`src/hw/aabe_pkg.sv`:
```
package aabe_pkg;
    // Widths
    localparam int DATA_W = 8;
    localparam int INSTR_W = 16;
    localparam int PC_W = 21;
    localparam int BANK_W = 4;
    localparam int FADDR_W = 12;
    localparam int FLAG_W = 5;

    // Status flag positions
    localparam int FLAG_C = 0;
    localparam int FLAG_DC = 1;
    localparam int FLAG_Z = 2;
    localparam int FLAG_OV = 3;
    localparam int FLAG_N = 4;

    // Opcode fields
    localparam logic [5:0] OPC_ADD_ACC_FILE_CARRY = 6'h08;
    localparam logic [5:0] OPC_AND_ACC_FILE = 6'h05;
    localparam logic [7:0] OPC_AND_ACC_LITERAL = 8'h0B;
    localparam logic [3:0] OPC_CLEAR_FILE_BIT = 4'h9;
    localparam logic [7:0] OPC_BRANCH_ON_CARRY = 8'hE2;
    localparam logic [7:0] OPC_BRANCH_ON_NO_CARRY = 8'hE3;
    localparam logic [7:0] OPC_BRANCH_ON_NEGATIVE = 8'hE6;
    localparam logic [7:0] OPC_BRANCH_ON_NON_NEGATIVE = 8'hE7;

    // Instruction bit positions
    localparam int DEST_BIT = 9;
    localparam int ACCESS_BIT = 8;
    localparam int BITSEL_LSB = 9;

    // Access bank split: low part in bank 0, high part in the top bank
    localparam logic [7:0] ACCESS_SPLIT = 8'h60;
    localparam logic [3:0] ACCESS_LOW_BANK = 4'h0;
    localparam logic [3:0] ACCESS_HIGH_BANK = 4'hF;

    // Reset values
    localparam logic [7:0] ACC_RESET = 8'h00;
    localparam logic [4:0] FLAGS_RESET = 5'h00;
    localparam logic [11:0] FADDR_RESET = 12'h000;
    localparam logic [20:0] PC_RESET = 21'h00_0000;

    // Flag groups each instruction may change
    localparam logic [4:0] MASK_ARITH = 5'h1F;
    localparam logic [4:0] MASK_LOGIC = 5'h14;
    localparam logic [4:0] MASK_NONE = 5'h00;

    typedef enum logic [3:0] {
        AABE_OP_NONE,
        AABE_OP_ADDC,
        AABE_OP_ANDL,
        AABE_OP_ANDF,
        AABE_OP_BCLR,
        AABE_OP_BC,
        AABE_OP_BNC,
        AABE_OP_BN,
        AABE_OP_BNN
    } aabe_op_t;

    typedef enum logic [0:0] {
        AABE_ST_EXEC,
        AABE_ST_BRANCH_NOP
    } aabe_state_t;
endpackage : aabe_pkg

```
`src/hw/aabe_alu_if.sv`:
```
`timescale 1ns/100ps
`default_nettype none
interface aabe_alu_if;
    import aabe_pkg::*;
    aabe_op_t op;
    logic [DATA_W-1:0] acc;
    logic [DATA_W-1:0] operand;
    logic [2:0] bit_sel;
    logic carry_in;
    logic [DATA_W-1:0] result;
    logic [FLAG_W-1:0] flags;
    logic [FLAG_W-1:0] flag_mask;

    modport core (output op, output acc, output operand, output bit_sel, output carry_in,
                  input result, input flags, input flag_mask);
    modport alu (input op, input acc, input operand, input bit_sel, input carry_in,
                 output result, output flags, output flag_mask);
endinterface : aabe_alu_if
`default_nettype wire

```
`src/hw/aabe_alu.sv`:
```
`timescale 1ns/100ps
`default_nettype none
module aabe_alu (
    // Operands in, result and flags out
    aabe_alu_if.alu alu
);
    import aabe_pkg::*;

    wire [DATA_W:0] sum = {1'b0, alu.acc} + {1'b0, alu.operand} + {{DATA_W{1'b0}}, alu.carry_in};
    wire [4:0] low_sum = {1'b0, alu.acc[3:0]} + {1'b0, alu.operand[3:0]} + {4'h0, alu.carry_in};
    wire [DATA_W-1:0] and_val = alu.acc & alu.operand;
    wire [DATA_W-1:0] clr_mask = ~(8'h01 << alu.bit_sel);
    wire is_add = (alu.op == AABE_OP_ADDC);
    wire is_and = (alu.op == AABE_OP_ANDL) || (alu.op == AABE_OP_ANDF);
    wire is_clr = (alu.op == AABE_OP_BCLR);
    wire [DATA_W-1:0] res = is_add ? sum[DATA_W-1:0] : is_and ? and_val : alu.operand & clr_mask; // [RQ6]
    wire ovf = (alu.acc[DATA_W-1] == alu.operand[DATA_W-1]) && (sum[DATA_W-1] != alu.acc[DATA_W-1]);

    // Flags gathered in one vector so the interface variable has a single driver
    logic [FLAG_W-1:0] flag_vec;
    always_comb begin
        flag_vec = FLAGS_RESET;
        flag_vec[FLAG_C] = sum[DATA_W]; // [RQ1]
        flag_vec[FLAG_DC] = low_sum[4];
        flag_vec[FLAG_Z] = (res == ACC_RESET);
        flag_vec[FLAG_OV] = ovf;
        flag_vec[FLAG_N] = res[DATA_W-1];
    end

    assign alu.result = res;
    assign alu.flags = flag_vec;
    // Logic ops touch only N and Z; bit clear touches nothing
    assign alu.flag_mask = is_add ? MASK_ARITH : is_and ? MASK_LOGIC : MASK_NONE; // [RQ2] [RQ3] [RQ6]
    wire unused_clr = is_clr;
endmodule : aabe_alu
`default_nettype wire

```
`src/hw/aabe_exec.sv`:
```
// Summary of operation
// (RQ1) Add-with-carry adds accumulator, file byte and carry; updates N, OV, C, DC, Z.
// (RQ2) Literal AND writes accumulator AND literal to accumulator; only N and Z change.
// (RQ3) File AND puts accumulator AND file byte in destination; only N and Z change.
// (RQ4) Destination bit 0 selects accumulator, bit 1 writes back to the file register.
// (RQ5) Access bit 0 selects the access bank, 1 uses the bank select register.
// (RQ6) Bit clear forces the chosen bit of the file register low; flags untouched.
// (RQ7) Branch on carry is taken only when carry is set.
// (RQ8) Branch on no carry is taken only when carry is clear.
// (RQ9) Branch on negative is taken only when negative is set.
// (RQ10) Branch on non-negative is taken only when negative is clear.
// (RQ11) Target is incremented PC plus twice signed offset; branches leave flags alone.
// (RQ12) Untaken branch takes one cycle; taken branch two, second a no-operation.
// (RQ13) On a taken branch the prefetched instruction is discarded.
`timescale 1ns/100ps
`default_nettype none
module aabe_exec (
    // Clock and reset
    input wire logic sys_clk,
    input wire logic resetn,
    // Fetch stage
    input wire logic instr_valid,
    input wire logic [aabe_pkg::INSTR_W-1:0] instr_word,
    input wire logic [aabe_pkg::PC_W-1:0] pc_inc,
    output logic exec_nop,
    output logic branch_taken,
    output logic [aabe_pkg::PC_W-1:0] branch_target,
    // Banked data memory
    input wire logic [aabe_pkg::BANK_W-1:0] bank_select_reg,
    output logic [aabe_pkg::FADDR_W-1:0] file_rd_addr,
    input wire logic [aabe_pkg::DATA_W-1:0] file_rd_data,
    output logic file_wr_en,
    output logic [aabe_pkg::FADDR_W-1:0] file_wr_addr,
    output logic [aabe_pkg::DATA_W-1:0] file_wr_data,
    // Architectural state
    output logic [aabe_pkg::DATA_W-1:0] acc_out,
    output logic [aabe_pkg::FLAG_W-1:0] status_out
);
    import aabe_pkg::*;

    aabe_state_t state;
    aabe_state_t next_state;
    logic [DATA_W-1:0] acc;
    logic [FLAG_W-1:0] flags;
    logic wr_en;
    logic [FADDR_W-1:0] wr_addr;
    logic [DATA_W-1:0] wr_data;
    logic br_taken;
    logic [PC_W-1:0] br_target;

    aabe_alu_if alu_bus ();

    // Opcode decode
    wire [7:0] opc_hi = instr_word[15:8];
    wire [7:0] file_field = instr_word[7:0];
    wire dec_addc = (instr_word[15:10] == OPC_ADD_ACC_FILE_CARRY);
    wire dec_andf = (instr_word[15:10] == OPC_AND_ACC_FILE);
    wire dec_andl = (opc_hi == OPC_AND_ACC_LITERAL);
    wire dec_bclr = (instr_word[15:12] == OPC_CLEAR_FILE_BIT);
    wire dec_bc = (opc_hi == OPC_BRANCH_ON_CARRY);
    wire dec_bnc = (opc_hi == OPC_BRANCH_ON_NO_CARRY);
    wire dec_bn = (opc_hi == OPC_BRANCH_ON_NEGATIVE);
    wire dec_bnn = (opc_hi == OPC_BRANCH_ON_NON_NEGATIVE);

    // The instruction fetched behind a taken branch is dropped here
    wire in_nop = (state == AABE_ST_BRANCH_NOP);
    wire issue = instr_valid && !in_nop; // [RQ13]

    aabe_op_t dec_op;
    assign dec_op = !issue ? AABE_OP_NONE :
                    dec_addc ? AABE_OP_ADDC :
                    dec_andf ? AABE_OP_ANDF :
                    dec_andl ? AABE_OP_ANDL :
                    dec_bclr ? AABE_OP_BCLR :
                    dec_bc ? AABE_OP_BC :
                    dec_bnc ? AABE_OP_BNC :
                    dec_bn ? AABE_OP_BN :
                    dec_bnn ? AABE_OP_BNN : AABE_OP_NONE;

    // Bank selection
    wire access_sel = instr_word[ACCESS_BIT];
    wire [BANK_W-1:0] access_bank = (file_field < ACCESS_SPLIT) ? ACCESS_LOW_BANK : ACCESS_HIGH_BANK;
    wire [BANK_W-1:0] eff_bank = access_sel ? bank_select_reg : access_bank; // [RQ5]
    wire [FADDR_W-1:0] eff_addr = {eff_bank, file_field};

    // Forward a write still in flight so back-to-back ops see fresh data
    wire fwd_hit = wr_en && (wr_addr == eff_addr);
    wire [DATA_W-1:0] file_val = fwd_hit ? wr_data : file_rd_data;

    wire is_lit = (dec_op == AABE_OP_ANDL);
    wire uses_file = (dec_op == AABE_OP_ADDC) || (dec_op == AABE_OP_ANDF) || (dec_op == AABE_OP_BCLR);
    wire is_alu = uses_file || is_lit;

    assign alu_bus.op = dec_op;
    assign alu_bus.acc = acc;
    assign alu_bus.operand = is_lit ? file_field : file_val;
    assign alu_bus.bit_sel = instr_word[BITSEL_LSB+2:BITSEL_LSB];
    assign alu_bus.carry_in = flags[FLAG_C]; // [RQ1]

    aabe_alu u_alu (
        .alu(alu_bus.alu)
    );

    // Destination: bit clear always writes the file; literal AND always the accumulator
    wire dest_file = (dec_op == AABE_OP_BCLR) || (uses_file && instr_word[DEST_BIT]); // [RQ4]
    wire dest_acc = is_alu && !dest_file; // [RQ2] [RQ4]

    // Branch condition
    wire cond_met = ((dec_op == AABE_OP_BC) && flags[FLAG_C]) || // [RQ7]
                    ((dec_op == AABE_OP_BNC) && !flags[FLAG_C]) || // [RQ8]
                    ((dec_op == AABE_OP_BN) && flags[FLAG_N]) || // [RQ9]
                    ((dec_op == AABE_OP_BNN) && !flags[FLAG_N]); // [RQ10]
    wire [PC_W-1:0] offset2 = {{(PC_W-9){file_field[7]}}, file_field, 1'b0};
    wire [PC_W-1:0] next_target = pc_inc + offset2; // [RQ11]

    wire [FLAG_W-1:0] next_flags = (flags & ~alu_bus.flag_mask) | (alu_bus.flags & alu_bus.flag_mask); // [RQ11]

    // A taken branch costs one extra cycle as a no-operation
    assign next_state = cond_met ? AABE_ST_BRANCH_NOP : AABE_ST_EXEC; // [RQ12]

    always_ff @(posedge sys_clk) begin
        if (!resetn) begin
            state <= AABE_ST_EXEC;
        end else begin
            state <= next_state;
        end
    end

    always_ff @(posedge sys_clk) begin
        if (!resetn) begin
            acc <= ACC_RESET;
            flags <= FLAGS_RESET;
        end else begin
            if (dest_acc) begin
                acc <= alu_bus.result;
            end
            if (is_alu) begin
                flags <= next_flags; // [RQ1] [RQ3] [RQ6]
            end
        end
    end

    always_ff @(posedge sys_clk) begin
        if (!resetn) begin
            wr_en <= 1'b0;
            wr_addr <= FADDR_RESET;
            wr_data <= ACC_RESET;
        end else begin
            wr_en <= dest_file;
            if (dest_file) begin
                wr_addr <= eff_addr;
                wr_data <= alu_bus.result; // [RQ4] [RQ6]
            end
        end
    end

    always_ff @(posedge sys_clk) begin
        if (!resetn) begin
            br_taken <= 1'b0;
            br_target <= PC_RESET;
        end else begin
            br_taken <= cond_met; // [RQ12]
            if (cond_met) begin
                br_target <= next_target;
            end
        end
    end

    assign exec_nop = in_nop;
    assign branch_taken = br_taken;
    assign branch_target = br_target;
    assign file_rd_addr = eff_addr;
    assign file_wr_en = wr_en;
    assign file_wr_addr = wr_addr;
    assign file_wr_data = wr_data;
    assign acc_out = acc;
    assign status_out = flags;
endmodule : aabe_exec
`default_nettype wire

```
`config.mk`:
```
export PLATFORM = sky130hd
export DESIGN_NAME = aabe_exec
export DESIGN_NICKNAME = d
export VERILOG_FILES = /design/src/hw/aabe_pkg.sv /design/src/hw/aabe_alu_if.sv /design/src/hw/aabe_alu.sv /design/src/hw/aabe_exec.sv
export SDC_FILE = /design/constraint.sdc
export NUM_CORES = 1
export LEC_CHECK = 0
export ABC_AREA = 1
export BUFFER_PORTS_ARGS = -buffer_cell sky130_fd_sc_hd__buf_2
export CELL_PAD_IN_SITES_DETAIL_PLACEMENT = 2
export CELL_PAD_IN_SITES_GLOBAL_PLACEMENT = 2
export CORE_MARGIN = 8
export CORE_UTILIZATION = 29
export DETAILED_ROUTE_END_ITERATION = 16
export PLACE_DENSITY_LB_ADDON = 0.1
export REMOVE_ABC_BUFFERS = 1
export SLEW_MARGIN = 20
export SYNTH_ARGS = -nofsm -noshare
export SYNTH_HDL_FRONTEND = slang
export SYNTH_SLANG_ARGS = --single-unit
```
`constraint.sdc`:
```
create_clock -name sys_clk -period 4.2 [get_ports sys_clk]
set_input_delay 0.21 -clock sys_clk [delete_from_list [all_inputs] [get_ports sys_clk]]
set_output_delay 0.21 -clock sys_clk [all_outputs]
set_load 0.005 [all_outputs]
```
==> flow_summary.json, run 1 <==
{
  "leakagePower_nw": 2.90,
  "netlist-cell-type-count": 45,
  "die_y_um": 142,
  "n_antenna_cell": 0,
  "crit_top_cell": "nand2_1",
  "status": "complete, no violations",
  "numCtsBuffers": 5,
  "drv_cap": 0,
  "syn_area_per_cell_um2": 6.76,
  "hold_class": "primary input to flop",
  "r2r_cells": 27,
  "cp_slowest_stage_delay_ns": 0.43,
  "wire_per_inst_um": 18.1,
  "clk_pin_slew_ns": 0.08,
  "core_area_um2": 15800,
  "fillCellCount": 1990,
  "worst_slew_pin_slew_ns": 0.970,
  "ir_worst_vdd_uv": 141,
  "worstSkewPairLatency_ns": 0.31,
  "synthTopCellsByArea": "dfxtp_1, nand2_1, inv_1",
  "pre_cts_ws_ns": 0.223,
  "ys_seq_area_share_pct": 24.2,
  "postCtsSetupBuffers": 0,
  "cts_tree": "yes",
  "critPathSlowestCell": "fa_1",
  "gp_congestion": 0.810,
  "grt_pass1_wl_um": 28900,
  "critPathArrivalTime_ns": 4.07,
  "slew_viol_final": 0,
  "syn-instance-count": 685,
  "via_count": 4941,
  "setup_tns_ns": 0,
  "powerDensity_nw_per_um2": 249,
  "post-route-min-period_ns": 3.83,
  "drive_above_1_share_pct": 25.1,
  "grt_max_degree": 47,
  "ys_warn_count": 0,
  "critPathLaunch": "file_wr_addr[7]$_SDFFE_PN0P_",
  "final-setup-viol-count": 0,
  "htree_levels": 2,
  "rsz0062_at_grt": "false",
  "synth-edff-count": 0,
  "synth_top_cell_area_share_pct": 24.2,
  "critPathCaptureType": "flop",
  "remaining_drc_errors": 0,
  "yosys.area.top_type": "dfxtp_1",
  "cts_sinks": 56,
  "synth-main-ff-cell": "dfxtp_1",
  "first_global_vias": 5583,
  "fin_ws_ns": 0.366,
  "cp_max_fo": 9,
  "syn_area_um2": 4630,
  "grt_usage_pct": 18.2,
  "r2r_start": "file_wr_addr[7]$_SDFFE_PN0P_",
  "routed_wl_um": 18200,
  "die_area_um2": 20300,
  "cp.required_ns": 4.43,
  "clockBufferDepth": 2,
  "first_pass_iters": 4,
  "antenna_left": 0,
  "min_period_over_period_pct": 91.3,
  "clock-root-buffer": "clkbuf_16",
  "die_w_um": 142,
  "cts_hold_buf": 0,
  "slew_headroom_pct": 35.4,
  "rrSetupSlack_ns": 0.37,
  "antenna_found_initial": 1,
  "io-pin-count": 121,
  "criticalPathCategory": "flop to flop",
  "vias_per_cell": 4.91,
  "portBuffers": 120,
  "critPathLaunchType": "flop",
  "row_count": 46,
  "synth_seq_cells": 56,
  "max_freq_ghz": 0.261,
  "drtIter0Drc": 126,
  "start_util_pct": 29.4,
  "nets": 870,
  "area_growth_pct": 18.9,
  "async_reset_ff_share_pct": 0,
  "skew_ns": 0.00777,
  "gr-total-overflow": 0,
  "ctsResizeCount": 0,
  "dp_hpwl_um": 15000,
  "finalHoldViolCount": 0
}
## layer usage
| layer | global-route usage (%) | wire length [um] | vias to the layer above |
|---|---|---|---|
| met3 | 4.09 | 835 | 26 |
| met2 | 32.6 | 8940 | 92 |
| met1 | 21.4 | 8080 | 2386 |
| li1 | - | - | 2435 |
| met5 | 0 | 8 | - |
| met4 | 4.92 | 380 | 2 |
## cell families (layout without fill, tap and decap cells)
family / Yosys count / after routing / synth area share [%]
AO/OA/AOI/OAI: 150 / 150 / 18.1
flip-flops: 56 / 56 / 24.2
XOR/XNOR: 19 / 19 / 3.59
buffers and inverters: 123 / 228 / 11.5
AND/OR/NAND/NOR: 308 / 308 / 34.3
adder cells (fa/ha/maj): 29 / 29 / 8.32
## worst max-delay path: cells and delay by family, from the launching register on
family	cells	cell delay, ns
AOI/OAI and AO/OA	2	0.46
adders and majority gates	2	0.84
buffers and inverters	2	0.11
DFF	1	0.41
and+or+nand+nor	21	1.95
## flip-flops by register name (all words and copies together) (netlist names), named ones only
register / cells
branch_target: 21
file_wr_addr: 12
acc_out: 8
file_wr_data: 8
exec_nop: 1
file_wr_en: 1
## metrics by stage
stage | utilization (%) | total power, mW | hold WS, ns | std cells | area, um^2
6_report | 34.9 | 1.37 | 0.133 | 1006 | 5510
2_1_floorplan | - | 0.787 | 0.308 | 659 | 4470
5_1_grt | 34.9 | 1.46 | 0.138 | 1006 | 5510
3_5_place_dp | 34.0 | 0.935 | 0.451 | 998 | 5360
4_1_cts | 34.9 | 1.41 | 0.125 | 1006 | 5510
3_3_place_gp | 34.0 | 0.922 | 0.444 | 998 | 5360
## layout make-up
| cell class | instances | area, um^2 | share of cell area, % |
|---|---|---|---|
| Timing Repair Buffer | 123 | 623 | 11.3 |
| Multi-Input combinational cell | 506 | 2980 | 54.1 |
| Inverter | 97 | 367 | 6.65 |
| Sequential cell | 56 | 1120 | 20.3 |
| Tap cell | 216 | 270 | 4.91 |
| Clock inverter | 1 | 7.51 | 0.136 |
| Clock buffer | 7 | 143 | 2.59 |
## worst min-delay path by stage
stage | from | to | cells past startpoint
CTS | pc_inc[0] | branch_target[0]$_SDFFE_PN0P_ | 3
global placement | pc_inc[0] | branch_target[0]$_SDFFE_PN0P_ | 3
finish | pc_inc[0] | branch_target[0]$_SDFFE_PN0P_ | 3
global route | pc_inc[0] | branch_target[0]$_SDFFE_PN0P_ | 3
detailed placement | pc_inc[0] | branch_target[0]$_SDFFE_PN0P_ | 3
floorplan | resetn | acc_out[2]$_SDFFE_PN0P_ | 2
## Yosys cell counts (11+ instances only)
master	instances
dfxtp_1	56
nand2_2	18
a21oi_1	56
buf_4	11
inv_1	91
nor2_1	64
o21ai_0	56
nand2_1	134
ha_1	26
nand3_1	24
nor3_1	11
nand4_1	16
## power by group
part / leakage (nW) / internal [mW] / switching, mW
Combinational: 2.38 / 0.130 / 0.235
Sequential: 0.453 / 0.542 / 0.0115
Clock: 0.0701 / 0.239 / 0.214
Total: 2.90 / 0.911 / 0.461
## placed cells by master, fill, tap and decap left out, types with 11 or more instances in the layout
master	netlist	layout
nand2_2	18	18
nor3_1	11	11
nor2_1	64	64
dfxtp_1	56	56
nand2_1	134	134
buf_2	5	120
nand3_1	24	24
inv_1	91	91
o21ai_0	56	56
nand4_1	16	16
ha_1	26	26
a21oi_1	56	56
(Power assumes the default switching activity.)
==> run 2, diff against run 1 <==
Clock period 4.2 ns to 4.1 ns, I/O delays scaled along.
==> run 2 against run 1 <==
Compared with the run above: global-route usage grew 0.35 points; non-clock buffer count grew 4; die area is the same; fmax grew 2.7%; register-to-register slack is essentially flat; power grew 12%; clock skew grew 0.0024 ns; sequential share of layout area shrank 0.27 points; critical path depth grew 1; via count grew 0.16%; flip-flop and latch count is the same; clock power grew 33%.
==> flow_summary.json, run 2 (synthesized netlist as in run 1, its figures left out) <==
{
  "die_w_um": 142,
  "via_count": 4949,
  "antenna_found_initial": 0,
  "hold_class": "primary input to flop",
  "leakagePower_nw": 2.94,
  "postLayoutCoreUtil_pct": 35.4,
  "remaining_drc_errors": 0,
  "clockBufferDepth": 2,
  "final_common_cell": "nand2_1",
  "switchingPower_uw": 500,
  "drv_cap": 0,
  "die_y_um": 142,
  "gp_congestion": 0.832,
  "drtIter0Drc": 107,
  "powerDensity_nw_per_um2": 276,
  "cp.required_ns": 4.34,
  "fin_cells": 1010,
  "first_global_vias": 5658,
  "max_freq_ghz": 0.268,
  "antenna_left": 0,
  "area_growth_pct": 20.5,
  "cts_tree": "yes",
  "wire_per_inst_um": 18.3,
  "grt_pass1_wl_um": 29700,
  "largest_reg_flops": 21,
  "final_cell_mix": "nand2_1, buf_2, inv_1",
  "numCtsBuffers": 5,
  "row_count": 46,
  "ir_worst_vdd_uv": 217,
  "vias_per_cell": 4.90,
  "grt_max_degree": 47,
  "cp_max_fo": 8,
  "finalHoldViolCount": 0,
  "first_pass_iters": 4,
  "n_antenna_cell": 0,
  "skew_ns": 0.0101,
  "slew_headroom_pct": 38.9,
  "critPathLaunchType": "flop",
  "dp.cells": 998,
  "swShare_pct": 32.4,
  "dp_hpwl_um": 15000,
  "drive_above_1_share_pct": 25.6,
  "holdWs_ns": 0.130,
  "die_area_um2": 20300,
  "power_frac_comb_pct": 24.3,
  "core_area_um2": 15800,
  "grt_usage_pct": 18.6,
  "critPathCaptureType": "flop",
  "setup_tns_ns": 0,
  "criticalPathCategory": "flop to flop",
  "portBuffers": 120,
  "rsz0062_at_grt": "false",
  "status": "complete, no violations",
  "final-setup-viol-count": 0,
  "worstSkewPairLatency_ns": 0.31,
  "internal-power_mw": 1.04,
  "critPathArrivalTime_ns": 3.97,
  "clk_pin_slew_ns": 0.09,
  "io-pin-count": 121,
  "worst_slew_pin_slew_ns": 0.916,
  "critPathSlowestCell": "dfxtp_1",
  "start_util_pct": 29.4,
  "clkPwrFrac_pct": 39.0,
  "slew_viol_final": 0,
  "htree_levels": 2,
  "min_period_over_period_pct": 91.0,
  "routed_wl_um": 18500,
  "crit_top_cell": "nand2_1",
  "clock-root-buffer": "clkbuf_16",
  "pre_cts_ws_ns": 0.0598,
  "cp_slowest_stage_delay_ns": 0.42,
  "fin_ws_ns": 0.368,
  "post-route-min-period_ns": 3.73,
  "power_frac_seq_pct": 36.8,
  "cts_sinks": 56,
  "nets": 874,
  "cts_hold_buf": 0,
  "gr-total-overflow": 0
}
## run 2: cell types whose count changed in the layout (fill, tap and decap cells not counted), sizes merged
cell,previous run,this run
clkinvlp,1,0
clkbuf,7,5
bufinv,0,2
buf,123,127
inv,97,98
## run 2: area by class of cell
cell class / count / area [um^2]
Sequential cell: 56 / 1120
Tap cell: 216 / 270
Clock inverter: 3 / 68.8
Fill cell: 1983 / 10200
Clock buffer: 5 / 125
Inverter: 97 / 367
Timing Repair Buffer: 127 / 653
Multi-Input combinational cell: 506 / 2980
## run 2: worst max-delay path: cells and delay by family (launching register included)
family	cells	cell delay, ns
and+or+nand+nor	20	1.66
buffers and inverters	3	0.25
adders and majority gates	2	0.84
DFF	1	0.42
AOI/OAI and AO/OA	3	0.49
## run 2: worst paths after layout
path | slack [ns] | cells past startpoint | start | to
setup / recovery | 0.37 | 28 | file_wr_addr[7]$_SDFFE_PN0P_ | flop
hold / removal | 0.13 | 3 | pc_inc[0] | branch_target[0]$_SDFFE_PN0P_
setup reg to reg | 0.37 | 28 | file_wr_addr[7]$_SDFFE_PN0P_ | flop
hold reg to reg | 0.51 | 2 | branch_target[13]$_SDFFE_PN0P_ | branch_target[13]$_SDFFE_PN0P_
## run 2: power groups by stage
stage          clock network [mW]  registers (mW)  logic [mW]
4_1_cts                     0.619           0.568       0.381
3_3_place_gp                    0           0.580       0.365
6_report                    0.601           0.567       0.375
2_1_floorplan                   0           0.578       0.228
5_1_grt                     0.632           0.569       0.423
3_5_place_dp                    0           0.581       0.378
## run 2: per-stage QoR
step | cell area, um^2 | power [mW]
global placement | 5360 | 0.945
detailed placement | 5360 | 0.958
floorplan | 4470 | 0.806
global route | 5580 | 1.62
finish | 5580 | 1.54
CTS | 5550 | 1.57
## run 2: per-layer routing
| metal | wire length, um | vias to the layer above | track usage [%] |
|---|---|---|---|
| met3 | 902 | 23 | 4.36 |
| met4 | 371 | 0 | 5.65 |
| met5 | 0 | - | 0 |
| met2 | 9120 | 98 | 33.2 |
| li1 | - | 2445 | - |
| met1 | 8130 | 2383 | 21.4 |
## run 2: what timing repair did
| action | 4_1_cts | 5_1_grt |
|---|---|---|
| setup buffers | 0 | 4 |
| setup endpoints to repair | 0 | 2 |
| resized for setup | 0 | 1 |
